<file path="src/hspc_pkg.sv">
package hspc_pkg;
  // Time figures and derived counts at the 10 MHz core rate
  localparam int unsigned ClkPeriodNs = 100;
  localparam int unsigned WakeWindowMs = 30;
  localparam int unsigned WakeWindowCycles = (WakeWindowMs * 1000000) / ClkPeriodNs;
  localparam int unsigned TickUs = 1;
  localparam int unsigned TickCycles = (TickUs * 1000) / ClkPeriodNs;
  localparam int unsigned CntW = 24;
  localparam int unsigned TickW = 4;

  // Pin function codes for the configurable pins
  localparam logic [2:0] PinFuncDisabled = 3'h0;
  localparam logic [2:0] PinFuncPeripheral = 3'h1;

  // Sleep mode select
  localparam logic [1:0] SleepModeNone = 2'h0;
  localparam logic [1:0] SleepModePin = 2'h1;
  localparam logic [1:0] SleepModeCyclic = 2'h2;

  // Sleep option: associated or deep
  localparam logic SleepOptAssoc = 1'b0;
  localparam logic SleepOptDeep = 1'b1;

  // Reset values of the outputs
  localparam logic CtsIdle = 1'b1;
  localparam logic AwakeIdle = 1'b0;

  typedef enum logic [2:0] {
    HSPC_ST_INIT   = 3'b000,
    HSPC_ST_AWAKE  = 3'b001,
    HSPC_ST_SLEEP  = 3'b010,
    HSPC_ST_WINDOW = 3'b011,
    HSPC_ST_HOLD   = 3'b100
  } hspc_state_e;
endpackage

</file>
<file path="src/hspc_timer_if.sv">
`timescale 1ns/1ps
interface hspc_timer_if;
  logic start;
  logic [hspc_pkg::CntW-1:0] load;
  logic expired;
  logic tick;
  modport owner (output start, output load, input expired, input tick);
  modport timer (input start, input load, output expired, output tick);
endinterface

</file>
<file path="src/hspc_sleep_ctrl.sv">
// How it works
// - Awake pin, when selected, is low asleep and high awake in any sleep.
// - With flow control on, CTS goes high on entering sleep.
// - With flow control on, CTS goes low on wake.
// - Serial and radio data are ignored while asleep.
// - UART pin sleep without sleep-request pin selected never sleeps.
// - Sleep-request high sleeps, low wakes.
// - SPI: after init raise attention and send a status frame.
// - Attention shows pending data for the master while awake, and also rises after init in SPI.
// - SPI with sleep pin config peripheral uses sleep-request pin.
// - SPI otherwise uses chip select as pin-sleep control.
// - Chip-select control sleeps whenever the master negates chip select.
// - Mode selects pin or cyclic sleep; option selects the level.
// - Associated and deep sleep levels supported in both modes.
// - Cyclic associated sleep wakes for a 30 ms window at the end of each period.
// - Wake-host delay holds data output; indicators change at once.
`timescale 1ns/1ps
module hspc_sleep_ctrl (
  input wire logic clk,
  input wire logic srst,
  input wire logic spiMode,
  input wire logic [2:0] flow_control_pin_config,
  input wire logic [2:0] sleep_pin_config,
  input wire logic [2:0] awake_pin_config,
  input wire logic [1:0] sleep_mode_select,
  input wire logic sleepOption,
  input wire logic [hspc_pkg::CntW-1:0] sleep_period,
  input wire logic [hspc_pkg::CntW-1:0] wake_time,
  input wire logic [hspc_pkg::CntW-1:0] wake_host_delay,
  input wire logic sleep_request_pin,
  input wire logic spiSelectN,
  input wire logic initDone,
  input wire logic dataPending,
  input wire logic serialRxValid,
  input wire logic radioRxValid,
  input wire logic activity,
  output logic awakePin,
  output logic ctsN,
  output logic attention_pin,
  output logic statusFrameReq,
  output logic acceptData,
  output logic sendEnable,
  output logic radioPowered,
  output logic deepSleep
);
  logic [1:0] syncIn;
  logic sleepReqSync;
  logic selectNSync;
  logic pinCtrl;
  logic pinSleepReq;
  logic canPinSleep;
  logic cyclic;
  logic flowOn;
  logic awakeFn;
  logic isAwake;
  logic wokeNow;
  logic holdDone;
  logic rxSeen;
  hspc_pkg::hspc_state_e state_q, state_d;
  logic [hspc_pkg::CntW-1:0] period_q;
  logic [hspc_pkg::CntW-1:0] hold_q;
  logic [hspc_pkg::CntW-1:0] win_q;
  logic inited_q;
  logic activeSeen_q;
  logic awakePin_q, ctsN_q, attn_q, frame_q, accept_q, send_q, radio_q, deep_q;

  hspc_timer_if tmrBus ();

  hspc_sync u_sync (
    .clk(clk),
    .srst(srst),
    .asyncIn({spiSelectN, sleep_request_pin}),
    .syncOut(syncIn)
  );

  hspc_timer u_timer (
    .clk(clk),
    .srst(srst),
    .tmr(tmrBus)
  );

  assign sleepReqSync = syncIn[0];
  assign selectNSync = syncIn[1];
  assign flowOn = (flow_control_pin_config == hspc_pkg::PinFuncPeripheral);
  assign awakeFn = (awake_pin_config == hspc_pkg::PinFuncPeripheral);
  assign pinCtrl = (sleep_pin_config == hspc_pkg::PinFuncPeripheral);
  // SPI picks the sleep-request pin if selected, else chip select
  assign pinSleepReq = spiMode ? (pinCtrl ? sleepReqSync : selectNSync)
                               : sleepReqSync;
  assign canPinSleep = (sleep_mode_select == hspc_pkg::SleepModePin) && (spiMode || pinCtrl);
  assign cyclic = (sleep_mode_select == hspc_pkg::SleepModeCyclic);
  assign isAwake = (state_d != hspc_pkg::HSPC_ST_SLEEP) && (state_d != hspc_pkg::HSPC_ST_INIT);
  assign wokeNow = (state_q == hspc_pkg::HSPC_ST_SLEEP) && isAwake;
  assign holdDone = (hold_q == '0);
  assign rxSeen = serialRxValid || radioRxValid || activity;
  assign tmrBus.start = 1'b0;
  assign tmrBus.load = '0;

  always_comb begin
    state_d = state_q;
    case (state_q)
      hspc_pkg::HSPC_ST_INIT: begin
        if (initDone) begin
          state_d = hspc_pkg::HSPC_ST_AWAKE;
        end
      end
      hspc_pkg::HSPC_ST_AWAKE, hspc_pkg::HSPC_ST_HOLD: begin
        if (canPinSleep && pinSleepReq) begin
          state_d = hspc_pkg::HSPC_ST_SLEEP;
        end else if (cyclic && win_q == '0) begin
          state_d = hspc_pkg::HSPC_ST_SLEEP;
        end
      end
      hspc_pkg::HSPC_ST_WINDOW: begin
        // Short look for traffic; stay for the wake time only if some arrived
        if (activeSeen_q) begin
          state_d = hspc_pkg::HSPC_ST_HOLD;
        end else if (win_q == '0) begin
          state_d = hspc_pkg::HSPC_ST_SLEEP;
        end
      end
      hspc_pkg::HSPC_ST_SLEEP: begin
        if (canPinSleep && !pinSleepReq) begin
          state_d = hspc_pkg::HSPC_ST_AWAKE;
        end else if (!canPinSleep && !cyclic) begin
          state_d = hspc_pkg::HSPC_ST_AWAKE;
        end else if (cyclic && period_q == '0) begin
          state_d = hspc_pkg::HSPC_ST_WINDOW;
        end
      end
      default: state_d = hspc_pkg::HSPC_ST_INIT;
    endcase
  end

  always_ff @(posedge clk) begin
    if (srst) begin
      state_q <= hspc_pkg::HSPC_ST_INIT;
    end else begin
      state_q <= state_d;
    end
  end

  // Sleep period counts microsecond ticks; window counts cycles
  always_ff @(posedge clk) begin
    if (srst) begin
      period_q <= '0;
      win_q <= '0;
      activeSeen_q <= 1'b0;
    end else begin
      if (state_d == hspc_pkg::HSPC_ST_SLEEP && state_q != hspc_pkg::HSPC_ST_SLEEP) begin
        period_q <= sleep_period;
      end else if (tmrBus.tick && period_q != '0) begin
        period_q <= period_q - 1'b1;
      end
      if (state_d == hspc_pkg::HSPC_ST_WINDOW && state_q != hspc_pkg::HSPC_ST_WINDOW) begin
        win_q <= hspc_pkg::CntW'(hspc_pkg::WakeWindowCycles);
      end else if (state_d == hspc_pkg::HSPC_ST_HOLD && state_q == hspc_pkg::HSPC_ST_WINDOW) begin
        win_q <= wake_time;
      end else if (state_q == hspc_pkg::HSPC_ST_INIT) begin
        win_q <= wake_time;
      end else if (win_q != '0 && (state_q == hspc_pkg::HSPC_ST_WINDOW || tmrBus.tick)) begin
        win_q <= win_q - 1'b1;
      end
      activeSeen_q <= (state_q == hspc_pkg::HSPC_ST_WINDOW) && rxSeen;
    end
  end

  // Wake-host hold only delays data, never the indicators
  always_ff @(posedge clk) begin
    if (srst) begin
      hold_q <= '0;
    end else if (wokeNow) begin
      hold_q <= wake_host_delay;
    end else if (!holdDone && tmrBus.tick) begin
      hold_q <= hold_q - 1'b1;
    end
  end

  always_ff @(posedge clk) begin
    if (srst) begin
      awakePin_q <= hspc_pkg::AwakeIdle;
      ctsN_q <= hspc_pkg::CtsIdle;
      attn_q <= 1'b0;
      frame_q <= 1'b0;
      accept_q <= 1'b0;
      send_q <= 1'b0;
      radio_q <= 1'b0;
      deep_q <= 1'b0;
      inited_q <= 1'b0;
    end else begin
      awakePin_q <= awakeFn ? isAwake : hspc_pkg::AwakeIdle;
      ctsN_q <= flowOn ? !isAwake : !hspc_pkg::CtsIdle;
      inited_q <= inited_q || (state_q == hspc_pkg::HSPC_ST_INIT && initDone);
      frame_q <= spiMode && state_q == hspc_pkg::HSPC_ST_INIT && initDone;
      attn_q <= spiMode && isAwake && (dataPending || (state_q == hspc_pkg::HSPC_ST_INIT && initDone));
      accept_q <= isAwake;
      send_q <= isAwake && holdDone && !wokeNow;
      // Deep sleep drops the radio; associated sleep keeps it for beacons
      radio_q <= isAwake || (sleepOption == hspc_pkg::SleepOptAssoc);
      deep_q <= !isAwake && (sleepOption == hspc_pkg::SleepOptDeep);
    end
  end

  assign awakePin = awakePin_q;
  assign ctsN = ctsN_q;
  assign attention_pin = attn_q;
  assign statusFrameReq = frame_q;
  assign acceptData = accept_q;
  assign sendEnable = send_q;
  assign radioPowered = radio_q;
  assign deepSleep = deep_q;

  chk_cts_sleep: assert property (@(posedge clk) disable iff (srst)
    flowOn && $past(flowOn) && state_q == hspc_pkg::HSPC_ST_SLEEP && $past(state_q) == hspc_pkg::HSPC_ST_SLEEP
    |-> ctsN) else $error("CTS low while asleep");
  chk_cts_wake: assert property (@(posedge clk) disable iff (srst)
    flowOn && state_q == hspc_pkg::HSPC_ST_SLEEP && state_d == hspc_pkg::HSPC_ST_AWAKE
    ##1 flowOn |-> !ctsN) else $error("CTS not low after wake");
  chk_awake_pin: assert property (@(posedge clk) disable iff (srst)
    awakeFn ##1 awakeFn |-> awakePin == $past(isAwake)) else $error("Awake pin wrong");
  chk_no_rx_asleep: assert property (@(posedge clk) disable iff (srst)
    state_q == hspc_pkg::HSPC_ST_SLEEP && $past(state_q) == hspc_pkg::HSPC_ST_SLEEP |-> !acceptData && !sendEnable)
    else $error("Data accepted while asleep");
  chk_uart_nosleep: assert property (@(posedge clk) disable iff (srst)
    !spiMode && !pinCtrl && sleep_mode_select == hspc_pkg::SleepModePin && state_q != hspc_pkg::HSPC_ST_SLEEP
    |=> state_q != hspc_pkg::HSPC_ST_SLEEP) else $error("Slept without sleep pin");
  chk_pin_sleep: assert property (@(posedge clk) disable iff (srst)
    canPinSleep && pinSleepReq && state_q == hspc_pkg::HSPC_ST_AWAKE |=> state_q == hspc_pkg::HSPC_ST_SLEEP)
    else $error("Sleep request ignored");
  chk_cs_sleep: assert property (@(posedge clk) disable iff (srst)
    spiMode && !pinCtrl && canPinSleep && selectNSync && state_q == hspc_pkg::HSPC_ST_AWAKE
    |=> state_q == hspc_pkg::HSPC_ST_SLEEP) else $error("Chip select negate did not sleep");
  chk_init_frame: assert property (@(posedge clk) disable iff (srst)
    spiMode && state_q == hspc_pkg::HSPC_ST_INIT && initDone |=> statusFrameReq && attention_pin)
    else $error("No status frame after init");
  chk_hold_data: assert property (@(posedge clk) disable iff (srst)
    wokeNow && wake_host_delay != '0 |=> !sendEnable) else $error("Data sent during wake hold");
  chk_window_len: assert property (@(posedge clk) disable iff (srst)
    state_q == hspc_pkg::HSPC_ST_SLEEP && state_d == hspc_pkg::HSPC_ST_WINDOW |=> win_q != '0)
    else $error("Wake window not loaded");
endmodule

</file>
<file path="src/hspc_sync.sv">
`timescale 1ns/1ps
module hspc_sync (
  input wire logic clk,
  input wire logic srst,
  input wire logic [1:0] asyncIn,
  output logic [1:0] syncOut
);
  logic [1:0] stage1_q;
  logic [1:0] stage2_q;

  // Inputs that feed sleep decisions pass two flops first
  always_ff @(posedge clk) begin
    if (srst) begin
      stage1_q <= 2'h0;
      stage2_q <= 2'h0;
    end else begin
      stage1_q <= asyncIn;
      stage2_q <= stage1_q;
    end
  end

  assign syncOut = stage2_q;
endmodule

</file>
<file path="src/hspc_timer.sv">
`timescale 1ns/1ps
module hspc_timer (
  input wire logic clk,
  input wire logic srst,
  hspc_timer_if.timer tmr
);
  logic [hspc_pkg::TickW-1:0] div_q;
  logic [hspc_pkg::CntW-1:0] cnt_q;
  logic running_q;
  logic tickNow;

  // One-cycle enable every microsecond for the slow period counters
  assign tickNow = (div_q == hspc_pkg::TickW'(hspc_pkg::TickCycles - 1));
  assign tmr.tick = tickNow;
  assign tmr.expired = running_q && (cnt_q == '0);

  always_ff @(posedge clk) begin
    if (srst) begin
      div_q <= '0;
    end else begin
      div_q <= tickNow ? '0 : div_q + 1'b1;
    end
  end

  always_ff @(posedge clk) begin
    if (srst) begin
      cnt_q <= '0;
      running_q <= 1'b0;
    end else if (tmr.start) begin
      cnt_q <= tmr.load;
      running_q <= 1'b1;
    end else if (running_q && cnt_q != '0) begin
      cnt_q <= cnt_q - 1'b1;
    end
  end
endmodule

</file>
<file path="config.mk">
export PLATFORM = sky130hd
export DESIGN_NAME = hspc_sleep_ctrl
export DESIGN_NICKNAME = d
export VERILOG_FILES = /design/src/hspc_pkg.sv /design/src/hspc_timer_if.sv /design/src/hspc_sleep_ctrl.sv /design/src/hspc_sync.sv /design/src/hspc_timer.sv
export SDC_FILE = /design/constraint.sdc
export NUM_CORES = 1
export LEC_CHECK = 0
export BUFFER_PORTS_ARGS = -buffer_cell sky130_fd_sc_hd__buf_2
export CAP_MARGIN = 20
export CORE_ASPECT_RATIO = 1.25
export CORE_MARGIN = 2
export CORE_UTILIZATION = 42
export DETAILED_ROUTE_END_ITERATION = 16
export MAX_ROUTING_LAYER = met4
export PLACE_DENSITY = 0.62
export SYNTH_ARGS = -nofsm -noshare
export SYNTH_HDL_FRONTEND = slang
export SYNTH_HIERARCHICAL = 1
export SYNTH_SLANG_ARGS = --single-unit
</file>
<file path="constraint.sdc">
create_clock -name clk -period 2.99 [get_ports clk]
set_input_delay 0.598 -clock clk [delete_from_list [all_inputs] [get_ports clk]]
set_output_delay 0.598 -clock clk [all_outputs]
set_load 0.01 [all_outputs]
</file>
-- Word-level counts from Yosys, hierarchy flattened
Cells that the tools add are included.
- flip-flop bits (word level): 92
- output and inout bits: 8
- logic and storage cells: 109
- add/subtract/negate cells: 4
- equality and inequality tests: 16
- mux-type cells: 20
- bitwise operators: 2
- reductions and logical operators: 50
- operator list (kind ; number):
    $mux W24 ; 7
    $logic_not A24 Y1 ; 3
    $sub A24 B1 Y24 const B ; 3
    $reduce_bool A24 Y1 ; 2
    $mux W3 ; 8
    $logic_and A1 B1 Y1 ; 23
    $mux W19 ; 1
    $eq A3 B1 Y1 const B ; 4
    $eq A3 B2 Y1 const B ; 4
    $pmux W3 S4 ; 1
    $ne A3 B2 Y1 const B ; 3
    $reduce_or A2 Y1 ; 4
    $eq A3 B3 Y1 const B ; 2
    $logic_not A1 Y1 ; 6
    $logic_or A1 B1 Y1 ; 6
    $reduce_bool A3 Y1 ; 2
    $add A4 B1 Y4 const B ; 1
    $eq A4 B4 Y1 const B ; 1
    $reduce_bool A2 Y1 ; 2
    $reduce_bool A4 Y1 ; 1
    $logic_not A3 Y1 ; 1
    $mux W1 ; 3
    $eq A2 B1 Y1 const B ; 1
    $eq A2 B2 Y1 const B ; 1
    $not A1 Y1 ; 2

-- Longest topological paths before layout
Gate-level depths: netlist (run 1).
- depth after elaboration: 13
- mapped depth: 11
- gate-level depth less buffers: 10

-- By module
The synthesis (run 1) kept the hierarchy.
- modules (own cells, without submodules) (module ; times used ; cells each ; area each (um^2) ; sequential area each (um^2)):
    hspc_sleep_ctrl ; 1 ; 594 ; 5049.8 ; 1681.6
    hspc_timer ; 1 ; 202 ; 1729.2 ; 580.6
    hspc_sync ; 1 ; 8 ; 105.1 ; 80.1

-- Least setup slack after synthesis (run 1)
No wires, ideal clock.
- path type: input port to flip-flop
- start point: input sleep_pin_config[1]
- end point: register period_q[0] (netlist bit)
- data arrival time: 2.450 ns
- data required time: 2.867 ns
- slack: 0.417 ns
- stages on the path: 6
- buffers on the path: 0
- cell sequence: nor3b_1 > mux2_2 > o211ai_1 > o2111ai_1 > nor3_2 > mux2_1
- word-level cells in the longest chain between the ends: 11
- elaborated cells between the ends (all ways): 18
- classes of those cells: eq/ne (2); mux (7); reduce/logical (9)
- ends and longest elaborated chain (what ; RTL line ; RTL):
    from (decl) ; hspc_sleep_ctrl.sv:23 ; input wire logic [2:0] sleep_pin_config,
    $eq A3 B1 Y1 (*) ; hspc_sleep_ctrl.sv:86 ; assign pinCtrl = (sleep_pin_config == hspc_pkg::PinFuncPeripheral);
    $logic_or A1 B1 Y1 ; hspc_sleep_ctrl.sv:90 ; assign canPinSleep = (sleep_mode_select == hspc_pkg::SleepModePin) && (spiMode || pinCtrl);
    $logic_and A1 B1 Y1 ; hspc_sleep_ctrl.sv:90 ;
    $logic_not A1 Y1 ; hspc_sleep_ctrl.sv:125 ; end else if (!canPinSleep && !cyclic) begin
    $logic_and A1 B1 Y1 ; hspc_sleep_ctrl.sv:125 ;
    $mux W3 ; hspc_sleep_ctrl.sv:125 ;
    $mux W3 ; hspc_sleep_ctrl.sv:123 ; if (canPinSleep && !pinSleepReq) begin
    $pmux W3 S4 (*) ; hspc_sleep_ctrl.sv:101 ; case (state_q)
    $eq A3 B2 Y1 (*) ; hspc_sleep_ctrl.sv:150 ; if (state_d == hspc_pkg::HSPC_ST_SLEEP && state_q != hspc_pkg::HSPC_ST_SLEEP) begin
    $logic_and A1 B1 Y1 (*) ; hspc_sleep_ctrl.sv:150 ;
    $mux W24 / $reduce_bool A2 Y1 (equally long branches) ; n/a ;
    to (signal assigned) ; hspc_sleep_ctrl.sv:151 ; period_q <= sleep_period;
    to (signal assigned) ; hspc_sleep_ctrl.sv:153 ; period_q <= period_q - 1'b1;
    to (decl) ; hspc_sleep_ctrl.sv:60 ; logic [hspc_pkg::CntW-1:0] period_q;
Mark *: on every way between the ends. The rest lies on a longest branch, timed or not.
A chain may end at the register's enable or synchronous reset.

-- Worst setup path in the final report (run 1)
- start point: register period_q[2] (netlist bit)
- end point: register period_q[0] (netlist bit)
- word-level cells in the longest chain between the ends: 9
- elaborated cells between the ends (all ways): 12
- classes of those cells: eq/ne (1); mux (5); reduce/logical (6)
- ends and longest elaborated chain (what ; RTL line ; RTL):
    $logic_not A24 Y1 ; hspc_sleep_ctrl.sv:127 ; end else if (cyclic && period_q == '0) begin
    $logic_and A1 B1 Y1 ; hspc_sleep_ctrl.sv:127 ;
    $mux W3 ; hspc_sleep_ctrl.sv:127 ;
    $mux W3 ; hspc_sleep_ctrl.sv:125 ;
    $mux W3 ; hspc_sleep_ctrl.sv:123 ;
    $pmux W3 S4 ; hspc_sleep_ctrl.sv:101 ;
    $eq A3 B2 Y1 ; hspc_sleep_ctrl.sv:150 ;
    $logic_and A1 B1 Y1 ; hspc_sleep_ctrl.sv:150 ;
    $mux W24 / $reduce_bool A2 Y1 (equally long branches) ; n/a ;
Parallel ways exist; a longest one is shown, timed or not.

==> metrics.md, run 1 <==
| Metric | Value |
|---|---|
| Worst setup EP type | register |
| Drt initial violations | 165 |
| Post-CTS Hold Buffers | 0 |
| Cells after Synth | 622 |
| Row count | 46 |
| Period utilisation layout | 0.928 |
| Total power | 2.67 mW |
| Highest Clock Rate | 0.360 GHz |
| Max-slew violation count | 0 |
| Met2 layer usage reported by global route | 0.354 |
| Outcome | complete, no violations |
| Min cycle time layout | 2.77 ns |
| Total GRT Usage | 0.199 |
| Number of max-cap violations | 0 |
| Slew HR | 0.450 |
| Aggregate routed wire length | 13000 um |
| VDD IR max | 0.225 mV |
| Buffer count from post-CTS setup fixing | 0 |
| Setup CP Type | reg2reg |
| Clock slew at reported path FFs | 0.07 ns |
| Core Region | 0.0125 mm^2 |
| Crit path max-delay family | simple AND/OR/NAND/NOR gates |
| Fill cells | 1262 |
| Num CTS Buffers | 9 |
| Vias per std cell | 5.35 |
| Critical Path Fanout Max | 20 |
| Pleak | 2.44 nW |
| Initial antenna violation count | 0 |
| GP Congestion | 0.876 |
| Worst r2r path cells | 7 |
| Grt met1 use | 0.229 |
| Syn avg cell area | 8.57 um^2 |
| Clock root cell | clkbuf_16 |
| R2R setup slack | 0.22 ns |
| Arr. time, crit path | 3.01 ns |
| Post-place setup slack | 0.0867 ns |
| Layer with the highest usage | met2 |
| Setup tns final | 0 ns |
| Chip Width | 105 um |
| Hold Crit Class | reg2reg |
| Final setup viols | 0 |
| Cells along the critical path | or4_1, or4_4, buf_4, o21ai_0, xnor2_1, nor2_1, mux2_1 |
| Mapped Area | 0.00533 mm^2 |
| RSZ-0062 raised after global routing | false |
| Total Nets Final | 821 |
| CTS sink cnt | 92 |
| Clk buf depth | 2 |
| Starting density of the core | 0.425 |
| Layout cells sized above 1 | 0.255 |
| Post-cts resize count | 0 |
| First-pass iteration count of the detailed router | 4 |
| CP required | 3.22 ns |
| Clock skew | 0.00899 ns |
| DR vias | 4787 |
| Drt drc | 0 |
| Global-route wire length before repair | 21500 um |
| Bufs and invs on worst path | 1 |
| Final setup margin | 0.215 ns |
| Die Y | 130 um |
| Levels on crit path | 7 |
| Worst reg2reg path endpoint | period_q[0] |
| N_diodes | 0 |
| Syn nets | 722 |
| Final ANT Viol Nets | 0 |
| Number of global-route vias before repair | 4673 |
| Total grt overflow | 0 |
| Critical Path Source Type | register |
| CTS tree | built |
| Slowest cell on crit path | or4_1 |
| H-Tree Depth | 3 |
| CP endpoint | period_q[0] |
| WL per Instance | 14.5 um |
| Critical Path Max Stage Delay | 0.60 ns |
| Largest net degree at the start of global routing | 65 |
| P&R area growth vs syn | 19.0% |
| Worst slew pin tran | 0.824 ns |
| Met3 usage | 0.0330 |
| Clock Latency Late Sink | 0.34 ns |
| PwrDens | 421 mW/mm^2 |
| Final Hold Fails | 0 |
| Post-detail-place hpwl | 9620 um |
| Die area | 0.0136 mm^2 |
| Ports | 102 |
| Syn. warnings | 6 |
| IO Port Bufs | 101 |
| Timing startpoint of the critical path | period_q[2] |
| Post-Route Utilization | 0.506 |
| FF-to-FF Start | period_q[2] |
## registers in the layout (all words and copies together) (netlist names), 2 cells and up
| register | cells |
|---|---|
| hold_q | 24 |
| period_q | 24 |
| state_q | 3 |
| u_sync/stage1_q | 2 |
| u_sync/syncOut | 2 |
| u_timer/div_q | 4 |
| win_q | 24 |
## stage by stage
step / hold WS, ns / instances / area, um^2
6_report: 0.440 / 894 / 6340
5_1_grt: 0.453 / 894 / 6340
4_1_cts: 0.434 / 894 / 6340
3_5_place_dp: 0.430 / 878 / 6070
3_3_place_gp: 0.417 / 878 / 6070
2_1_floorplan: 0.414 / 622 / 5330
## worst register-to-register path: stages (launching register included)
cell and delay (ns):
dfxtp_1 0.35, or4_1 0.60, or4_4 0.55, buf_4 0.23, o21ai_0 0.37, xnor2_1 0.17, nor2_1 0.07, mux2_1 0.32
## report_power, final
group          switching [mW]  internal [mW]  leakage, nW
sequential             0.0379           1.27        0.751
combinational           0.158          0.138         1.55
clock                   0.503          0.568        0.132
total                   0.698           1.98         2.44
## routing by layer
layer  part of all wire  wire [um]
met1               0.44       5710
met2               0.51       6580
met3              0.039        500
met4              0.014        177
met5                  0          0
## cells in the final DEF, fill, tap and decap left out, types with 11 or more instances in the layout
master and n:
buf_2 101, dfxtp_1 92, nor2_1 75, nand2_1 68, xnor2_1 51, nor3_1 27
mux2i_1 26, nor4_1 25, buf_4 25, a211oi_2 22, a2111oi_0 16, xor2_1 14
or3_1 12, inv_1 11, a21oi_1 11
## how the worst min path moves through the flow
stage,start,to,slack (ns),cells past startpoint
2_1_floorplan,u_sync/stage1_q[0],u_sync/syncOut[0],0.41,1
3_5_place_dp,u_sync/stage1_q[1],u_sync/syncOut[1],0.43,1
6_report,u_sync/stage1_q[0],u_sync/syncOut[0],0.44,1
3_3_place_gp,u_sync/stage1_q[1],u_sync/syncOut[1],0.42,1
5_1_grt,sleepOption,radioPowered,0.45,2
4_1_cts,sleepOption,radioPowered,0.43,2
## final cells by class
type | count | area [um^2] | area share
tap | 168 | 210 | 0.0331
sequential | 92 | 1840 | 0.290
multi-input combinational | 480 | 3260 | 0.514
inverter | 11 | 41.3 | 0.00651
clock buffer | 9 | 225 | 0.0355
clock inverter | 7 | 51.3 | 0.00809
timing repair buffer | 127 | 713 | 0.112
Power figures use the tool's default switching activity.
==> run 2, diff against run 1 <==
--- a/config.mk
+++ b/config.mk
@@ -11,6 +11,7 @@
 export CORE_MARGIN = 2
 export CORE_UTILIZATION = 42
 export DETAILED_ROUTE_END_ITERATION = 16
+export GPL_TIMING_DRIVEN = 1
 export MAX_ROUTING_LAYER = met4
 export PLACE_DENSITY = 0.62
 export SYNTH_ARGS = -nofsm -noshare
==> constraint.sdc (replaced) <==
create_clock -name clk -period 2.99 [get_ports clk]
set_input_delay 0.1495 -clock clk [delete_from_list [all_inputs] [get_ports clk]]
set_output_delay 0.1495 -clock clk [all_outputs]
set_load 0.01 [all_outputs]
==> metrics.md, run 2 (synthesized netlist as in run 1, its figures left out) <==
| Metric | Value |
|---|---|
| Drt initial violations | 199 (+21%) |
| CP required | 3.26 ns (+0.04 ns) |
| Layout cells sized above 1 | 0.246 (-0.00865) |
| Drt drc | 0 (unchanged) |
| H-Tree Depth | 3 (unchanged) |
| Post-detail-place hpwl | 9510 um (-1.1%) |
| Hold path cells | 2 (+1) |
| CTS tree | built |
| Commonest non-fill, non-tap cell in the layout | buf_2 |
| IO Port Bufs | 101 (unchanged) |
| Num CTS Buffers | 9 (unchanged) |
| Timing startpoint of the critical path | win_q[19] |
| Switch Pwr | 0.652 mW (-6.6%) |
| Clock slew at reported path FFs | 0.06 ns (about the same) |
| Ports | 102 (unchanged) |
| Pleak | 2.42 nW (-0.57%) |
| Die area | 0.0136 mm^2 (unchanged) |
| P&R area growth vs syn | 18.7% |
| Number of global-route vias before repair | 4648 (-0.53%) |
| Combinational power share | 0.107 (-0.004) |
| Final Hold Fails | 0 (unchanged) |
| Clock root cell | clkbuf_16 |
| Die Y | 130 um (unchanged) |
| Largest regs | hold_q (24), period_q (24), win_q (24) |
| GP Congestion | 0.883 (+0.79%) |
| Chip Width | 105 um (unchanged) |
| CTS sink cnt | 92 (unchanged) |
| Clock Latency Late Sink | 0.34 ns (about the same) |
| Critical Path Source Type | register |
| Starting density of the core | 0.425 (unchanged) |
| Vias per std cell | 5.35 (about the same) |
| Worst slew pin tran | 0.845 ns (+0.0210 ns) |
| Hold Crit Start | sleep_request_pin |
| Initial antenna violation count | 0 (unchanged) |
| Most frequent cells in the layout | 101 x buf_2, 92 x dfxtp_1, 75 x nor2_1, 68 x nand2_1, 51 x xnor2_1 |
| Slew HR | 0.436 (-0.0140) |
| Final setup viols | 0 (unchanged) |
| VDD IR max | 0.225 mV (about the same) |
| RSZ-0062 raised after global routing | false |
| Setup CP Type | reg2reg |
| Worst r2r path cells | 7 (unchanged) |
| Critical Path Fanout Max | 10 (-50%) |
| Global-route wire length before repair | 21900 um (+1.8%) |
| Power Internal | 2.09 mW (+5.7%) |
| Core Region | 0.0125 mm^2 (unchanged) |
| Hold Crit Class | in2reg |
| Total grt overflow | 0 (unchanged) |
| Post-Route Utilization | 0.504 (-0.00140) |
| Number of max-cap violations | 0 (unchanged) |
| Arr. time, crit path | 2.99 ns (-0.02 ns) |
| DR vias | 4746 (-0.86%) |
| First-pass iteration count of the detailed router | 5 (+1) |
| N_diodes | 0 (unchanged) |
| Worst setup EP type | register |
| Row count | 46 (unchanged) |
| Largest net degree at the start of global routing | 65 (unchanged) |
| FF-to-FF Start | win_q[19] |
| Final ANT Viol Nets | 0 (unchanged) |
| Outcome | complete, no violations |
| Min cycle time layout | 2.72 ns (-0.0500 ns) |
| PwrDens | 433 mW/mm^2 (+2.8%) |
| Clk buf depth | 2 (unchanged) |
| Clock skew | 0.0100 ns (+0.00106 ns) |
| WL per Instance | 14.7 um (+1.7%) |
| Setup tns final | 0 ns (unchanged) |
| Total GRT Usage | 0.201 (+0.00245) |
| Total Nets Final | 816 (-0.61%) |
| Highest Clock Rate | 0.367 GHz (+1.8%) |
| Reg power frac | 0.479 (-0.010) |
| Max-slew violation count | 0 (unchanged) |
| Sw Share | 0.238 (-0.0231) |
| Clock power frac | 0.414 (+0.014) |
| Period utilisation layout | 0.911 (-0.0167) |
| Aggregate routed wire length | 13100 um (+0.93%) |
-- run 2: final timing paths --
check	end	slack [ns]
max reg2reg	period_q[19]	0.27
min reg2reg	u_sync/syncOut[1]	0.45
max	period_q[19]	0.27
min	u_sync/stage1_q[0]	0.04
-- run 2: power groups by stage --
stage          clock network [mW]  registers, mW  logic, mW
2_1_floorplan                   0           1.33      0.168
3_3_place_gp                    0           1.33      0.285
3_5_place_dp                    0           1.34      0.291
4_1_cts                      1.16           1.31      0.293
5_1_grt                      1.22           1.32      0.328
6_report                     1.13           1.31      0.294
-- run 2: final cells by class --
| type | count | area [um^2] |
|---|---|---|
| Fill cell | 1221 | 6220 |
| Clock buffer | 12 | 256 |
| Multi-Input combinational cell | 480 | 3280 |
| Clock inverter | 2 | 35.0 |
| Inverter | 11 | 41.3 |
| Tap cell | 168 | 210 |
| Timing Repair Buffer | 122 | 666 |
| Sequential cell | 92 | 1840 |
-- run 2: through the flow --
| stage | worst slack, ns | power, mW | hold slack, ns | instances | cell area (um^2) |
|---|---|---|---|---|---|
| floorplan | 0.457 | 1.50 | 0.221 | 622 | 5330 |
| CTS | 0.179 | 2.76 | 0.0295 | 887 | 6310 |
| global placement | 0.250 | 1.62 | 0.341 | 872 | 6010 |
| finish | 0.265 | 2.74 | 0.0375 | 887 | 6330 |
| global route | 0.0215 | 2.86 | 0.0439 | 887 | 6330 |
| detailed placement | 0.205 | 1.63 | 0.341 | 872 | 6010 |
-- run 2: worst max-delay path, cell delays in order, from the launching register on --
cell and delay (ns):
dfxtp_1 0.35, nor4_1 0.59, nand3_1 0.15, o211ai_1 0.37, o2111ai_1 0.31, nor3_4 0.38, buf_4 0.29, mux2i_1 0.20
-- run 2: routing by layer --
| metal | wire length, um | global-route usage |
|---|---|---|
| met5 | 0 | - |
| met4 | 170 | 0.0588 |
| met3 | 397 | 0.0300 |
| met2 | 6670 | 0.357 |
| met1 | 5840 | 0.237 |
-- run 2: timing repair --
| item | in CTS | in global routing |
|---|---|---|
| buffers inserted | 0 | 0 |
| endpoints found under the hold margin | 1 | 0 |
| hold buffers | 1 | 0 |
| resized for setup | 0 | 2 |
| setup endpoints to repair | 0 | 14 |
